**src/aod_map.vh**
```
/*
 Constants for the arithmetic opcode decoder: opcode patterns, field
 positions, operation codes and reset values. Included by the decoder.
*/
`ifndef AOD_MAP_VH
`define AOD_MAP_VH

// Field positions in the first and second byte
`define AOD_W_BIT 0
`define AOD_D_BIT 1
`define AOD_S_BIT 1
`define AOD_MID_HI 5
`define AOD_MID_LO 3
`define AOD_MOD_HI 7
`define AOD_MOD_LO 6

// First-byte patterns, upper six bits for the d/w forms and the s/w immediate group
`define AOD_SUM_RM 6'h00
`define AOD_CARRY_RM 6'h04
`define AOD_DIFF_RM 6'h0a
`define AOD_BORROW_RM 6'h06
`define AOD_CMP_RM 6'h0e
`define AOD_IMM_GRP 6'h20
// Upper seven bits for accumulator-immediate forms and the unary and multiply/divide groups
`define AOD_SUM_ACC 7'h02
`define AOD_CARRY_ACC 7'h0a
`define AOD_DIFF_ACC 7'h16
`define AOD_BORROW_ACC 7'h0e
`define AOD_CMP_ACC 7'h1e
`define AOD_UNARY_GRP 7'h7f
`define AOD_MULDIV_GRP 7'h7b
// Upper five bits for one-byte register forms
`define AOD_INC_REG 5'h08
`define AOD_DEC_REG 5'h09
// Whole single bytes
`define AOD_ASCII_ADD 8'h37
`define AOD_BCD_ADD 8'h27
`define AOD_ASCII_SUB 8'h3f
`define AOD_BCD_SUB 8'h2f
`define AOD_PROD_FIX 8'hd4
`define AOD_QUOT_FIX 8'hd5
`define AOD_FIX_TAIL 8'h0a
`define AOD_EXT_BW 8'h98
`define AOD_EXT_WD 8'h99

// Middle-field codes
`define AOD_MID_000 3'h0
`define AOD_MID_001 3'h1
`define AOD_MID_010 3'h2
`define AOD_MID_011 3'h3
`define AOD_MID_100 3'h4
`define AOD_MID_101 3'h5
`define AOD_MID_110 3'h6
`define AOD_MID_111 3'h7

// Operation codes on op_o
`define AOD_OP_NONE 5'h00
`define AOD_OP_SUM 5'h01
`define AOD_OP_CARRY 5'h02
`define AOD_OP_UP 5'h03
`define AOD_OP_ASCII_ADD 5'h04
`define AOD_OP_BCD_ADD 5'h05
`define AOD_OP_DIFF 5'h06
`define AOD_OP_BORROW 5'h07
`define AOD_OP_DOWN 5'h08
`define AOD_OP_FLIP 5'h09
`define AOD_OP_CMP 5'h0a
`define AOD_OP_BCD_SUB 5'h0b
`define AOD_OP_UMUL 5'h0c
`define AOD_OP_SMUL 5'h0d
`define AOD_OP_PROD_FIX 5'h0e
`define AOD_OP_UDIV 5'h0f
`define AOD_OP_SDIV 5'h10
`define AOD_OP_QUOT_FIX 5'h11
`define AOD_OP_EXT_BW 5'h12
`define AOD_OP_EXT_WD 5'h13
`define AOD_OP_ASCII_SUB 5'h14
`define AOD_OP_BAD 5'h1f

// Reset values
`define AOD_RST_OP 5'h00
`define AOD_RST_BYTE 8'h00

`endif

```
**src/aod_decoder.v**
```verilog
/*
 Arithmetic opcode decoder: takes instruction bytes one per strobe and
 reports the decoded arithmetic operation, operand width, direction,
 sign-extend, register field and the count of immediate bytes.
 Assumes the fetch path offers bytes in program order on the same clock,
 and pulses restart_i at each instruction boundary it wants to resync on.
*/
// Overview of operation
// RULE1: Add decoded as reg/mem-reg, immediate group field 000, accumulator-immediate.
// RULE2: Add-with-carry decoded as 000100dw, immediate group field 010, or 0001010w.
// RULE3: Increment is 1111111w field 000, or one byte 01000 plus register.
// RULE4: Byte 00110111 decodes as the unpacked-decimal fixup after addition.
// RULE5: Byte 00100111 decodes as the packed-decimal fixup after addition.
// RULE6: Subtract decoded as 001010dw, immediate group field 101, or 0010110w.
// RULE7: Subtract-with-borrow as 000110dw, immediate group field 011, or 0001110w.
// RULE8: Decrement is 1111111w field 001, or one byte 01001 plus register.
// RULE9: Sign change is 1111011w with second-byte field 011.
// RULE10: Compare as 001110dw, group field 111, 0011110w; same extra-byte rule.
// RULE11: Byte 00101111 decodes as the packed-decimal fixup after subtraction.
// RULE12: 1111011w with field 100 decodes as unsigned multiply.
// RULE13: 1111011w with field 101 decodes as signed multiply.
// RULE14: Bytes 11010100 then 00001010 decode as multiply fixup.
// RULE15: 1111011w field 110 is unsigned divide, field 111 signed divide.
// RULE16: Bytes 11010101 then 00001010 decode as the pre-divide fixup.
// RULE17: Byte 10011000 decodes as byte-to-word sign extension.
// RULE18: Byte 10011001 decodes as word-to-double-word sign extension.
// RULE19: w set means word, d set means reg is destination, s extends immediate.
`timescale 1ns/1ns
`include "aod_map.vh"

module aod_decoder
(
   input wire clk_i,
   input wire rst_n_i,
   input wire byte_valid_i,
   input wire [7:0] byte_i,
   input wire restart_i,
   output wire need_second_o,
   output reg done_o,
   output reg [4:0] op_o,
   output reg word_o,
   output reg reg_dest_o,
   output reg sign_ext_o,
   output reg [2:0] reg_field_o,
   output reg [1:0] imm_bytes_o,
   output reg has_modrm_o
);

   ////////////////////////////////////////////////////////////////////////
   // States, one-hot
   localparam [1:0] ST_FIRST = 2'b01;
   localparam [1:0] ST_SECOND = 2'b10;

   reg [1:0] state_q;
   reg [1:0] state_d;
   reg [7:0] first_q;
   reg [7:0] first_d;

   // Immediate bytes for the 100000sw group: two only when s:w reads 01
   function [1:0] grp_imm;
      input [7:0] b;
      begin
         if (!b[`AOD_S_BIT] && b[`AOD_W_BIT]) // [RULE1] [RULE10]
         begin
            grp_imm = 2'h2;
         end
         else
         begin
            grp_imm = 2'h1;
         end
      end
   endfunction

   // Immediate bytes for accumulator forms: two when word width
   function [1:0] acc_imm;
      input [7:0] b;
      begin
         acc_imm = b[`AOD_W_BIT] ? 2'h2 : 2'h1; // [RULE19]
      end
   endfunction

   ////////////////////////////////////////////////////////////////////////
   // First-byte classification
   reg [4:0] f_op;
   reg f_two;
   reg f_modrm;
   reg [1:0] f_imm;

   // One-byte forms finish here; others ask for a second byte
   always @*
   begin
      f_op = `AOD_OP_BAD;
      f_two = 1'b0;
      f_modrm = 1'b0;
      f_imm = 2'h0;
      if (byte_i[7:2] == `AOD_SUM_RM)
      begin
         f_op = `AOD_OP_SUM; // [RULE1]
         f_two = 1'b1;
         f_modrm = 1'b1;
      end
      else if (byte_i[7:2] == `AOD_CARRY_RM)
      begin
         f_op = `AOD_OP_CARRY; // [RULE2]
         f_two = 1'b1;
         f_modrm = 1'b1;
      end
      else if (byte_i[7:2] == `AOD_DIFF_RM)
      begin
         f_op = `AOD_OP_DIFF; // [RULE6]
         f_two = 1'b1;
         f_modrm = 1'b1;
      end
      else if (byte_i[7:2] == `AOD_BORROW_RM)
      begin
         f_op = `AOD_OP_BORROW; // [RULE7]
         f_two = 1'b1;
         f_modrm = 1'b1;
      end
      else if (byte_i[7:2] == `AOD_CMP_RM)
      begin
         f_op = `AOD_OP_CMP; // [RULE10]
         f_two = 1'b1;
         f_modrm = 1'b1;
      end
      else if (byte_i[7:2] == `AOD_IMM_GRP || byte_i[7:1] == `AOD_UNARY_GRP ||
         byte_i[7:1] == `AOD_MULDIV_GRP || byte_i == `AOD_PROD_FIX ||
         byte_i == `AOD_QUOT_FIX)
      begin
         // Operation depends on the second byte's middle field, or on the whole byte for the pair fixups
         f_op = `AOD_OP_NONE;
         f_two = 1'b1;
         f_modrm = 1'b1;
      end
      else if (byte_i[7:1] == `AOD_SUM_ACC)
      begin
         f_op = `AOD_OP_SUM; // [RULE1]
         f_imm = acc_imm(byte_i);
      end
      else if (byte_i[7:1] == `AOD_CARRY_ACC)
      begin
         f_op = `AOD_OP_CARRY; // [RULE2]
         f_imm = acc_imm(byte_i);
      end
      else if (byte_i[7:1] == `AOD_DIFF_ACC)
      begin
         f_op = `AOD_OP_DIFF; // [RULE6]
         f_imm = acc_imm(byte_i);
      end
      else if (byte_i[7:1] == `AOD_BORROW_ACC)
      begin
         f_op = `AOD_OP_BORROW; // [RULE7]
         f_imm = acc_imm(byte_i);
      end
      else if (byte_i[7:1] == `AOD_CMP_ACC)
      begin
         f_op = `AOD_OP_CMP; // [RULE10]
         f_imm = acc_imm(byte_i);
      end
      else if (byte_i[7:3] == `AOD_INC_REG)
      begin
         f_op = `AOD_OP_UP; // [RULE3]
      end
      else if (byte_i[7:3] == `AOD_DEC_REG)
      begin
         f_op = `AOD_OP_DOWN; // [RULE8]
      end
      else if (byte_i == `AOD_ASCII_ADD)
      begin
         f_op = `AOD_OP_ASCII_ADD; // [RULE4]
      end
      else if (byte_i == `AOD_BCD_ADD)
      begin
         f_op = `AOD_OP_BCD_ADD; // [RULE5]
      end
      else if (byte_i == `AOD_ASCII_SUB)
      begin
         f_op = `AOD_OP_ASCII_SUB;
      end
      else if (byte_i == `AOD_BCD_SUB)
      begin
         f_op = `AOD_OP_BCD_SUB; // [RULE11]
      end
      else if (byte_i == `AOD_EXT_BW)
      begin
         f_op = `AOD_OP_EXT_BW; // [RULE17]
      end
      else if (byte_i == `AOD_EXT_WD)
      begin
         f_op = `AOD_OP_EXT_WD; // [RULE18]
      end
   end

   ////////////////////////////////////////////////////////////////////////
   // Second-byte classification, against the held first byte
   reg [4:0] s_op;
   reg [1:0] s_imm;
   wire [2:0] mid = byte_i[`AOD_MID_HI:`AOD_MID_LO];

   always @*
   begin
      s_op = `AOD_OP_BAD;
      s_imm = 2'h0;
      if (first_q[7:2] == `AOD_IMM_GRP)
      begin
         s_imm = grp_imm(first_q);
         case (mid)
            `AOD_MID_000: s_op = `AOD_OP_SUM; // [RULE1]
            `AOD_MID_010: s_op = `AOD_OP_CARRY; // [RULE2]
            `AOD_MID_101: s_op = `AOD_OP_DIFF; // [RULE6]
            `AOD_MID_011: s_op = `AOD_OP_BORROW; // [RULE7]
            `AOD_MID_111: s_op = `AOD_OP_CMP; // [RULE10]
            default: s_op = `AOD_OP_BAD; // Logic ops, not this group
         endcase
      end
      else if (first_q[7:1] == `AOD_UNARY_GRP)
      begin
         case (mid)
            `AOD_MID_000: s_op = `AOD_OP_UP; // [RULE3]
            `AOD_MID_001: s_op = `AOD_OP_DOWN; // [RULE8]
            default: s_op = `AOD_OP_BAD;
         endcase
      end
      else if (first_q[7:1] == `AOD_MULDIV_GRP)
      begin
         case (mid)
            `AOD_MID_011: s_op = `AOD_OP_FLIP; // [RULE9]
            `AOD_MID_100: s_op = `AOD_OP_UMUL; // [RULE12]
            `AOD_MID_101: s_op = `AOD_OP_SMUL; // [RULE13]
            `AOD_MID_110: s_op = `AOD_OP_UDIV; // [RULE15]
            `AOD_MID_111: s_op = `AOD_OP_SDIV; // [RULE15]
            default: s_op = `AOD_OP_BAD;
         endcase
      end
      else if (first_q == `AOD_PROD_FIX && byte_i == `AOD_FIX_TAIL)
      begin
         s_op = `AOD_OP_PROD_FIX; // [RULE14]
      end
      else if (first_q == `AOD_QUOT_FIX && byte_i == `AOD_FIX_TAIL)
      begin
         s_op = `AOD_OP_QUOT_FIX; // [RULE16]
      end
      else if (first_q[7:2] == `AOD_SUM_RM || first_q[7:2] == `AOD_CARRY_RM ||
         first_q[7:2] == `AOD_DIFF_RM || first_q[7:2] == `AOD_BORROW_RM ||
         first_q[7:2] == `AOD_CMP_RM)
      begin
         s_op = f_op_of(first_q);
      end
   end

   // Op of a reg/mem-with-register first byte
   function [4:0] f_op_of;
      input [7:0] b;
      begin
         case (b[7:2])
            `AOD_SUM_RM: f_op_of = `AOD_OP_SUM;
            `AOD_CARRY_RM: f_op_of = `AOD_OP_CARRY;
            `AOD_DIFF_RM: f_op_of = `AOD_OP_DIFF;
            `AOD_BORROW_RM: f_op_of = `AOD_OP_BORROW;
            `AOD_CMP_RM: f_op_of = `AOD_OP_CMP;
            default: f_op_of = `AOD_OP_BAD;
         endcase
      end
   endfunction

   ////////////////////////////////////////////////////////////////////////
   // Sequencer and result registers
   assign need_second_o = (state_q == ST_SECOND);

   always @*
   begin
      state_d = state_q;
      first_d = first_q;
      case (state_q)
         ST_FIRST:
         begin
            if (byte_valid_i && f_two)
            begin
               state_d = ST_SECOND;
               first_d = byte_i;
            end
         end
         ST_SECOND:
         begin
            if (byte_valid_i)
            begin
               state_d = ST_FIRST;
            end
         end
         default: state_d = ST_FIRST;
      endcase
      if (restart_i)
      begin
         state_d = ST_FIRST;
      end
   end

   // Results load when an instruction completes; done is a pulse
   always @(posedge clk_i)
   begin
      if (!rst_n_i)
      begin
         state_q <= ST_FIRST;
         first_q <= `AOD_RST_BYTE;
         done_o <= 1'b0;
         op_o <= `AOD_RST_OP;
         word_o <= 1'b0;
         reg_dest_o <= 1'b0;
         sign_ext_o <= 1'b0;
         reg_field_o <= 3'h0;
         imm_bytes_o <= 2'h0;
         has_modrm_o <= 1'b0;
      end
      else
      begin
         state_q <= state_d;
         first_q <= first_d;
         done_o <= 1'b0;
         if (byte_valid_i && !restart_i && state_q == ST_FIRST && !f_two)
         begin
            done_o <= 1'b1;
            op_o <= f_op;
            word_o <= byte_i[`AOD_W_BIT] | (byte_i[7:3] == `AOD_INC_REG) |
               (byte_i[7:3] == `AOD_DEC_REG); // [RULE19]
            reg_dest_o <= 1'b0;
            sign_ext_o <= 1'b0;
            reg_field_o <= byte_i[2:0]; // [RULE3] [RULE8]
            imm_bytes_o <= f_imm;
            has_modrm_o <= 1'b0;
         end
         else if (byte_valid_i && !restart_i && state_q == ST_SECOND)
         begin
            done_o <= 1'b1;
            op_o <= s_op;
            word_o <= first_q[`AOD_W_BIT]; // [RULE19]
            // Direction only exists on reg/mem-with-register forms
            reg_dest_o <= first_q[`AOD_D_BIT] && !first_q[7]; // [RULE19]
            sign_ext_o <= (first_q[7:2] == `AOD_IMM_GRP) && first_q[`AOD_S_BIT];
            reg_field_o <= mid;
            imm_bytes_o <= s_imm;
            has_modrm_o <= (first_q != `AOD_PROD_FIX) && (first_q != `AOD_QUOT_FIX);
         end
      end
   end

endmodule

```
**config.mk**
```make
export PLATFORM = sky130hd
export DESIGN_NAME = aod_decoder
export DESIGN_NICKNAME = d
export VERILOG_FILES = /design/src/aod_decoder.v
export VERILOG_INCLUDE_DIRS = /design/src /design/src/src
export SDC_FILE = /design/constraint.sdc
export NUM_CORES = 1
export LEC_CHECK = 0
export BUFFER_PORTS_ARGS = -buffer_cell sky130_fd_sc_hd__buf_2
export CAP_MARGIN = 20
export CORE_MARGIN = 8
export CORE_UTILIZATION = 59
export CTS_BUF_LIST = sky130_fd_sc_hd__clkbuf_4
export CTS_CLUSTER_DIAMETER = 50
export CTS_CLUSTER_SIZE = 16
export DETAILED_ROUTE_END_ITERATION = 8
export GPL_TIMING_DRIVEN = 0
export PLACE_DENSITY_LB_ADDON = 0.05
export SYNTH_ARGS = -nofsm -noshare
export SYNTH_HDL_FRONTEND = slang
export SYNTH_SLANG_ARGS = --single-unit
```
**constraint.sdc**
```tcl
create_clock -name clk_i -period 2.21 [get_ports clk_i]
set_clock_uncertainty 0.05 [all_clocks]
set_input_delay 0.442 -clock clk_i [delete_from_list [all_inputs] [get_ports clk_i]]
set_output_delay 0.442 -clock clk_i [all_outputs]
set_load 0.02 [all_outputs]
```
### After elaboration in Yosys (flattened, before gate mapping)

Cells that the tools add are included.

| word-level totals | value |
|---|---|
| output and inout port bits | 16 |
| register bits after elaboration | 25 |
| logic and storage cells | 151 |

| operators by class | value |
|---|---|
| reduce and logical (&&, ||, !) cells | 31 |
| bitwise operators | 3 |
| equal/unequal tests | 45 |
| multiplexer cells | 62 |

Operator list:

| operator | number |
|---|---|
| 5-bit 2-to-1 mux | 25 |
| 5-bit case mux with 5 select lines | 3 |
| 8-bit equality test (second input constant) | 6 |
| 2-bit 2-to-1 mux | 18 |
| 8-bit by 6-bit equality test with 1-bit output (second input constant) | 4 |
| 7-bit equality test (second input constant) | 4 |
| 6-bit by 3-bit equality test with 1-bit output (second input constant) | 4 |
| 6-bit by 4-bit equality test with 1-bit output (second input constant) | 4 |
| 8-bit != test (second input constant) | 2 |
| 7-bit by 4-bit equality test with 1-bit output (second input constant) | 2 |
| 7-bit by 5-bit equality test with 1-bit output (second input constant) | 2 |
| 3-bit equality test (second input constant) | 4 |
| 6-bit equality test (second input constant) | 2 |
| 6-bit logical NOT | 2 |
| 1-bit logical AND | 11 |
| 5-bit by 4-bit equality test with 1-bit output (second input constant) | 2 |
| 1-bit 2-to-1 mux | 10 |
| 5-bit case mux with 2 select lines | 1 |
| 8-bit by 4-bit equality test with 1-bit output (second input constant) | 1 |
| 1-bit logical OR | 8 |
| 4-bit 2-to-1 mux | 2 |
| 7-bit by 2-bit equality test with 1-bit output (second input constant) | 1 |
| 3-bit by 2-bit equality test with 1-bit output (second input constant) | 2 |
| 3-bit 2-to-1 mux | 2 |
| other kinds (12) | 19 |

### Longest topological paths before layout

Gate-level depths: netlist of run 1.

| logic depth | value |
|---|---|
| depth after elaboration | 21 |
| gate-level depth with buffers | 7 |
| gate-level depth less buffers | 5 |

### Worst setup path after synthesis of run 1

OpenSTA, ideal clock, no wires.

| timing | value |
|---|---|
| path type | input to register |
| start point | input byte_i[4] |
| end point | register op_o[1] |
| slack | 226 ps |
| data required time | 2085 ps |
| path buffers | 1 |
| library setup time | 75 ps |
| arrival | 1858 ps |
| cell stages on the path | 6 |
| path through | or3b_1 -> buf_2 -> a311oi_4 -> nand3_2 -> or3_1 -> a31oi_1 |

| between the ends | value |
|---|---|
| longest elaborated chain between the ends | 20 |
| elaborated cells on any way between the ends | 74 |
| those cells by class | eq/ne: 29; mux: 34; reduce/logical: 11 |

Ends and longest elaborated chain:

| element | RTL line | source |
|---|---|---|
| from (decl) | aod_decoder.v:36 | `input wire [7:0] byte_i,` |
| 8-bit equality test (no source line) | -- |  |
| 4-bit 2-to-1 mux | aod_decoder.v:184 | `` else if (byte_i == `AOD_EXT_BW) `` |
| 5-bit 2-to-1 mux | aod_decoder.v:180 | `` else if (byte_i == `AOD_BCD_SUB) `` |
| 5-bit 2-to-1 mux | aod_decoder.v:176 | `` else if (byte_i == `AOD_ASCII_SUB) `` |
| 5-bit 2-to-1 mux | aod_decoder.v:172 | `` else if (byte_i == `AOD_BCD_ADD) `` |
| 5-bit 2-to-1 mux | aod_decoder.v:168 | `` else if (byte_i == `AOD_ASCII_ADD) `` |
| 5-bit 2-to-1 mux | aod_decoder.v:164 | `` else if (byte_i[7:3] == `AOD_DEC_REG) `` |
| 5-bit 2-to-1 mux | aod_decoder.v:160 | `` else if (byte_i[7:3] == `AOD_INC_REG) `` |
| [... 4 more ...] | -- |  |
| 5-bit 2-to-1 mux | aod_decoder.v:135 | `` else if (byte_i[7:1] == `AOD_SUM_ACC) `` |
| 5-bit 2-to-1 mux | aod_decoder.v:126 | `` else if (byte_i[7:2] == `AOD_IMM_GRP \|\| byte_i[7:1] == `AOD_UNARY_GRP \|\| `` |
| 5-bit 2-to-1 mux | aod_decoder.v:120 | `` else if (byte_i[7:2] == `AOD_CMP_RM) `` |
| 5-bit 2-to-1 mux | aod_decoder.v:114 | `` else if (byte_i[7:2] == `AOD_BORROW_RM) `` |
| 5-bit 2-to-1 mux | aod_decoder.v:108 | `` else if (byte_i[7:2] == `AOD_DIFF_RM) `` |
| 5-bit 2-to-1 mux | aod_decoder.v:102 | `` else if (byte_i[7:2] == `AOD_CARRY_RM) `` |
| 5-bit 2-to-1 mux | aod_decoder.v:96 | `` if (byte_i[7:2] == `AOD_SUM_RM) `` |
| 5-bit 2-to-1 mux | aod_decoder.v:319 | `if (byte_valid_i && !restart_i && state_q == ST_FIRST && !f_two)` |
| to (signal assigned) | aod_decoder.v:306 | `` op_o <= `AOD_RST_OP; `` |
| to (signal assigned) | aod_decoder.v:322 | `op_o <= f_op;` |
| to (signal assigned) | aod_decoder.v:334 | `op_o <= s_op;` |
| to (decl) | aod_decoder.v:40 | `output reg [4:0] op_o,` |

Several ways; a longest one is shown, not always the timed one. The select of a mux whose other input is x is not followed.
A chain may end at the register's enable or synchronous reset.

### Worst setup path in the final report of run 1

| timing | value |
|---|---|
| start point | register first_q[6] |
| end point | register op_o[0] |

| between the ends | value |
|---|---|
| longest elaborated chain between the ends | 13 |
| elaborated cells on any way between the ends | 25 |
| those cells by class | eq/ne: 9; mux: 9; reduce/logical: 7 |

Ends and longest elaborated chain:

| element | RTL line | source |
|---|---|---|
| from (decl) | aod_decoder.v:56 | `reg [7:0] first_q;` |
| from (signal assigned) | aod_decoder.v:304 | `` first_q <= `AOD_RST_BYTE; `` |
| from (signal assigned) | aod_decoder.v:317 | `first_q <= first_d;` |
| 6-bit by 3-bit equality test with 1-bit output / 6-bit logical NOT (equally long branches) | aod_decoder.v:255 | `case (b[7:2])` |
| 1-bit logical OR (no source line) (4 in series) | -- |  |
| 5-bit 2-to-1 mux | aod_decoder.v:243 | `` else if (first_q[7:2] == `AOD_SUM_RM \|\| first_q[7:2] == `AOD_CARRY_RM \|\| `` |
| 5-bit 2-to-1 mux | aod_decoder.v:239 | `` else if (first_q == `AOD_QUOT_FIX && byte_i == `AOD_FIX_TAIL) `` |
| 5-bit 2-to-1 mux | aod_decoder.v:235 | `` else if (first_q == `AOD_PROD_FIX && byte_i == `AOD_FIX_TAIL) `` |
| 5-bit 2-to-1 mux | aod_decoder.v:224 | `` else if (first_q[7:1] == `AOD_MULDIV_GRP) `` |
| 5-bit 2-to-1 mux | aod_decoder.v:216 | `` else if (first_q[7:1] == `AOD_UNARY_GRP) `` |
| 5-bit 2-to-1 mux (*) | aod_decoder.v:204 | `` if (first_q[7:2] == `AOD_IMM_GRP) `` |
| 5-bit 2-to-1 mux (*) | aod_decoder.v:331 | `else if (byte_valid_i && !restart_i && state_q == ST_SECOND)` |
| 5-bit 2-to-1 mux (*) | aod_decoder.v:319 |  |

Every way passes the cells marked *; elsewhere a longest branch is shown, timed or not. The select of a mux whose other input is x is not followed.

==> results of run 1 <==
-- registers in the layout, summed over array words and instances (netlist names) --
signal / flops
done_o: 1
first_q: 8
has_modrm_o: 1
imm_bytes_o: 2
op_o: 5
reg_dest_o: 1
reg_field_o: 3
sign_ext_o: 1
state_q: 2
word_o: 1
-- per-stage QoR --
step / hold slack, ns / instance area [sq um] / total power, mW / util (%)
floorplan: 0.457 / 1890 / 0.634 / -
global placement: 0.405 / 2070 / 0.700 / 67.8
detailed placement: 0.411 / 2070 / 0.701 / 67.8
CTS: 0.401 / 2110 / 0.908 / 69.0
global route: 0.425 / 2110 / 0.953 / 69.3
finish: 0.395 / 2110 / 0.919 / 69.3
-- metal layers --
layer	share of wire, %	GRT usage (%)	wire length, um
met5	0	0	0
met4	2.6	8.00	145
met3	9.3	1.92	528
met2	44	33.1	2500
met1	44	29.8	2510
-- final timing paths --
check | startpoint | endpoint
max | first_q[6] | op_o[0]
min | restart_i | state_q[1]
min reg2reg | reg_field_o[2] | reg_field_o[2]
max reg2reg | first_q[6] | op_o[0]
-- final cells by class --
type / count / area, sq um / share of cell area [%]
Sequential cell: 25 / 500 / 23.7
Clock buffer: 3 / 22.5 / 1.07
Buffer: 24 / 96.3 / 4.56
Tap cell: 44 / 55.1 / 2.60
Inverter: 6 / 22.5 / 1.07
Multi-Input combinational cell: 202 / 1280 / 60.8
Clock inverter: 1 / 7.51 / 0.355
Timing Repair Buffer: 25 / 125 / 5.92
-- synth_stat cells, types with 2 or more instances --
cell type	count	area, sq um
o21ai_0	13	65.1
and4b_1	2	20.0
clkinv_1	2	7.51
inv_1	4	15.0
or3_1	4	25.0
nor2b_1	6	37.5
o21a_1	2	15.0
nand3b_1	2	15.0
dfxtp_1	25	500
and2_1	2	12.5
nor2_1	22	82.6
a32oi_1	2	17.5
buf_2	5	25.0
a21oi_1	16	80.1
clkbuf_1	18	67.6
o31ai_1	4	30.0
buf_1	2	7.51
nor4b_1	3	26.3
a221o_1	2	20.0
nor4bb_1	4	40.0
and3_1	5	31.3
o311a_1	2	20.0
and4_1	2	17.5
a211o_1	2	17.5
or2_1	3	18.8
mux2i_1	8	80.1
nand3_1	16	80.1
nand2_1	27	101
nand4_1	3	18.8
a31oi_1	4	25.0
nor3b_1	5	37.5
nor4_1	2	12.5
nor3_1	7	35.0
o21ai_1	3	15.0
a311oi_1	3	26.3
o211ai_1	3	22.5
a22oi_1	2	15.0
xnor2_1	2	17.5
nand2b_1	2	12.5
-- logic make-up (layout without fill, tap and decap cells) --
group / Yosys count / count (layout)
compound gates: 69 / 69
xor+xnor: 2 / 2
buf+inv: 31 / 59
flops: 25 / 25
mux: 9 / 9
simple gates: 122 / 122
-- power by group --
| part | switching, mW | leakage (nW) | internal (mW) |
|---|---|---|---|
| Clock | 0.151 | 0.0139 | 0.0694 |
| Sequential | 0.0123 | 0.203 | 0.467 |
| Combinational | 0.141 | 0.523 | 0.0780 |
-- placed cells by master (no fill, tap or decap), types with 4 or more instances in the layout --
| cell type | synthesis | routed |
|---|---|---|
| nor2_1 | 22 | 22 |
| buf_2 | 5 | 30 |
| a21oi_1 | 16 | 16 |
| nor3b_1 | 5 | 5 |
| dfxtp_1 | 25 | 25 |
| o31ai_1 | 4 | 4 |
| mux2i_1 | 8 | 8 |
| or3_1 | 4 | 4 |
| nand3_1 | 16 | 16 |
| a31oi_1 | 4 | 4 |
| and3_1 | 5 | 5 |
| inv_1 | 4 | 4 |
| clkbuf_1 | 18 | 17 |
| nand2_1 | 27 | 27 |
| nor3_1 | 7 | 6 |
| nor2b_1 | 6 | 6 |
| o21ai_0 | 13 | 13 |
-- worst max-delay path: stages (launching register included) --
cell and delay [ns]:
dfxtp_1 0.48, nand3_1 0.10, or4_1 0.55, o311a_1 0.37, o31ai_1 0.32, nand3_1 0.12
-- repair_timing --
action | 4_1_cts | 5_1_grt
setup endpoints to repair | 1 | 3
gates resized for setup | 1 | 2
hold buffers | 0 | 0
==> results.json, run 1 <==
{
  "status": "finished, final reports clean",
  "synth-compound-area-share_pct": 25.7,
  "dieArea_sq_um": 5270,
  "cts_setup_buffers": 0,
  "setup_viol": 0,
  "finalCritPeriodShare_pct": 94.2,
  "hold_viol_final": 0,
  "fillers": 292,
  "cts_max_path_buffers": 2,
  "avgSynthCellArea_sq_um": 7.33,
  "critical_path_arrival_ns": 2.26,
  "drt_iter0_markers": 198,
  "coreArea_sq_um": 3050,
  "hold_depth": 3,
  "cp.required_ns": 2.39,
  "ys_async_sr_fraction_pct": 0,
  "max_slew_margin_pct": 62.9,
  "num_io_pins": 28,
  "tns_ns": 0,
  "cts-htree-levels": 1,
  "diodes": 0,
  "nNetsFinal": 299,
  "seq_area_frac_synth_pct": 26.5,
  "stdcell_count": 330,
  "ys_warn_count": 0,
  "antenna_found_initial": 0,
  "antenna_left": 0,
  "wl_per_cell_um": 17.2,
  "cts_buffers": 3,
  "tightest_slew_ns": 0.553,
  "clkTransAtPathRegs_ns": 0.15,
  "synthCells": 258,
  "grt_max_degree": 16,
  "yosys.area_share.simple_pct": 35.5,
  "fin_crit_ns": 2.08,
  "synthesis.nets": 270,
  "vias": 2135,
  "grt_pass1_vias": 1925,
  "die_x_um": 72.6,
  "cts_tree": "done",
  "drc": 0,
  "synthXorXnorAreaFrac_pct": 0.927,
  "muxShareOfSynthArea_pct": 4.83,
  "place_ws_ns": -0.227,
  "synth_cell_types": 56,
  "cp-end-kind": "flop",
  "setup_ws_ns": 0.128,
  "slew_viol_final": 0,
  "irDropWorstVdd_mv": 0.196,
  "track_usage_pct": 21.4,
  "critical_path_class": "flop to flop",
  "startpoint_type": "flop",
  "drt-total-wl_mm": 5.68,
  "gp_congestion": 0.941,
  "synth_edf_count": 0,
  "worstHoldPathType": "primary input to flop",
  "fmax_mhz": 480,
  "cts.sinks": 25,
  "vias_per_cell": 6.47,
  "power_density_nw_per_um2": 435,
  "firstDrtPassIters": 5,
  "synth.ff_latch_count": 25,
  "layout-drive-gt1-share_pct": 14.0,
  "synth_area_sq_um": 1890,
  "grt_pass1_wl_mm": 9.19,
  "grt-ovfl-total": 0,
  "cts-root-buf": "clkbuf_4",
  "r2r_setup_slack_ns": 0.13,
  "reg2reg_depth": 5,
  "synth_ff_type": "dfxtp_1",
  "hpwl_mm": 4.17,
  "area_growth_pct": 11.8,
  "initial_core_util_pct": 61.9,
  "clock_latency_ns": 0.32,
  "rsz0062_at_grt": "false",
  "synthAdderAreaFrac_pct": 0,
  "maxCapViolations": 0,
  "rows": 20,
  "leakage_nw": 0.740,
  "cp_max_fo": 8,
  "synth_top_family_by_area": "simple AND/OR/NAND/NOR gates",
  "io_buffer_count": 25,
  "dp.cells": 327,
  "dieHeight_um": 72.6
}
Power figures use the tool's default switching activity.
==> inputs of run 2 (changes only) <==
BUFFER_PORTS_ARGS = -buffer_cell sky130_fd_sc_hd__buf_4   (was -buffer_cell sky130_fd_sc_hd__buf_2)
==> results.json, run 2 (synthesis gave the netlist of run 1 again) <==
{
  "grt-ovfl-total": 0,
  "drt-total-wl_mm": 6.04,
  "die_x_um": 72.6,
  "holdWs_ns": 0.367,
  "startpoint_type": "primary input",
  "hold_viol_final": 0,
  "antenna_found_initial": 0,
  "rsz0062_at_grt": "false",
  "nNetsFinal": 299,
  "drt_iter0_markers": 302,
  "tns_ns": 0,
  "rows": 20,
  "wl_per_cell_um": 18.3,
  "grt_pass1_wl_mm": 9.76,
  "cts_setup_buffers": 0,
  "crit_buf_inv": 4,
  "num_io_pins": 28,
  "crit_path_end": "first_q[7]",
  "track_usage_pct": 23.4,
  "intPower_mw": 0.624,
  "hold_depth": 3,
  "reg_top3": "first_q (8), op_o (5), reg_field_o (3)",
  "cp-end-kind": "flop",
  "largest_register_ffs": 8,
  "cts-root-buf": "clkbuf_4",
  "coreArea_sq_um": 3050,
  "drc": 0,
  "layout-drive-gt1-share_pct": 14.7,
  "finalCritPeriodShare_pct": 94.9,
  "diodes": 0,
  "gp_congestion": 0.997,
  "cp.required_ns": 2.38,
  "cp_slowest_stage_delay_ns": 0.38,
  "reg2reg_to": "op_o[0]",
  "cts.sinks": 25,
  "regMostFlops": "first_q",
  "cts_buffers": 3,
  "cp_max_fo": 10,
  "seqPwrFrac_pct": 52.1,
  "area_growth_pct": 14.9,
  "fin_crit_ns": 2.10,
  "path_cells": "buf_4 > clkbuf_1 > inv_1 > a211o_1 > a31oi_1 > buf_2 > mux2i_1 > nor2_1",
  "final_cell_mix": "27 x nand2_1, 25 x buf_4, 22 x nor2_1, 22 x dfxtp_1, 17 x clkbuf_1",
  "clock_latency_ns": 0.33,
  "io_buffer_count": 25,
  "antenna_left": 0,
  "power_density_nw_per_um2": 426,
  "critical_path_class": "primary input to flop",
  "grt_pass1_vias": 1955,
  "cts_tree": "done",
  "critical_path_arrival_ns": 2.26,
  "crit_cells": 8,
  "crit_start": "byte_i[7]",
  "leakage_nw": 0.753,
  "hpwl_mm": 4.43,
  "dieArea_sq_um": 5270,
  "p_sw_share_pct": 32.5,
  "dieHeight_um": 72.6,
  "crit_family": "buffers and inverters",
  "irDropWorstVdd_mv": 0.207,
  "r2r-start": "first_q[6]",
  "initial_core_util_pct": 61.9,
  "setup_viol": 0,
  "cts-htree-levels": 1,
  "combPwrFrac_pct": 25.2,
  "clockPowerShare_pct": 22.7,
  "fmax_mhz": 477,
  "r2r_setup_slack_ns": 0.18,
  "clkTransAtPathRegs_ns": 0.13,
  "firstDrtPassIters": 5,
  "p_sw_mw": 0.300,
  "reg2reg_depth": 5,
  "vias_per_cell": 6.53,
  "grt_max_degree": 15,
  "vias": 2156,
  "worstHoldPathType": "primary input to flop",
  "max_slew_margin_pct": 61.5,
  "final_common_cell": "nand2_1",
  "maxCapViolations": 0,
  "cts_max_path_buffers": 2,
  "tightest_slew_ns": 0.578,
  "slew_viol_final": 0,
  "status": "finished, final reports clean",
  "crit_path_top_delay_cell": "clkbuf_1"
}
## run 2: worst min-delay path, stage by stage
cell and delay (ns):
buf_4 0.11, nor2_1 0.05, o21a_1 0.11
## run 2: per-layer routing
| layer | GRT usage (%) | vias to the layer above | wire, um |
|---|---|---|---|
| met5 | 0 | - | 0 |
| met2 | 35.0 | 127 | 2700 |
| met4 | 12.7 | 0 | 187 |
| met3 | 3.16 | 15 | 611 |
| li1 | - | 1013 | - |
| met1 | 31.4 | 1001 | 2540 |
## run 2: timing repair
action                     4_1_cts  5_1_grt
hold endpoints to repair         0        0
resized for setup                1        4
pin swaps                        0        0
hold buffers                     0        0
setup endpoints to repair        2        3
## run 2: worst min path at each step
| stage | start | end | slack, ns |
|---|---|---|---|
| finish | restart_i | state_q[1] | 0.37 |
| floorplan | first_q[0] | word_o | 0.46 |
| CTS | restart_i | state_q[1] | 0.38 |
| detailed placement | reg_field_o[2] | reg_field_o[2] | 0.41 |
| global placement | reg_field_o[2] | reg_field_o[2] | 0.41 |
| global route | restart_i | state_q[1] | 0.40 |
## run 2: power by group through the flow
| stage | clock (mW) | combinational [mW] | sequential [mW] |
|---|---|---|---|
| final | 0.210 | 0.233 | 0.481 |
| after global routing | 0.218 | 0.251 | 0.483 |
| after CTS | 0.207 | 0.229 | 0.479 |
| after detailed placement | 0 | 0.227 | 0.489 |
| after global placement | 0 | 0.225 | 0.488 |
| after floorplan | 0 | 0.133 | 0.502 |
## run 2: area by class of cell
type | count | area, sq um
repair buffers | 25 | 188
fillers | 277 | 881
clock buffers | 3 | 22.5
plain buffers | 24 | 96.3
flip-flops and latches | 25 | 504
clock inverters | 1 | 5.00
inverters | 6 | 22.5
multi-input cells | 202 | 1280
well taps | 44 | 55.1
## run 2: metrics by stage
step	setup WS (ns)	std cells	utilization [%]	total power, mW	cell area [sq um]
after global placement	-0.174	327	69.9	0.713	2130
after global routing	0.00843	330	71.1	0.952	2170
after CTS	0.0168	331	70.9	0.915	2170
after detailed placement	-0.154	327	69.9	0.716	2130
final	0.112	330	71.1	0.924	2170
after floorplan	0.226	258	-	0.634	1890
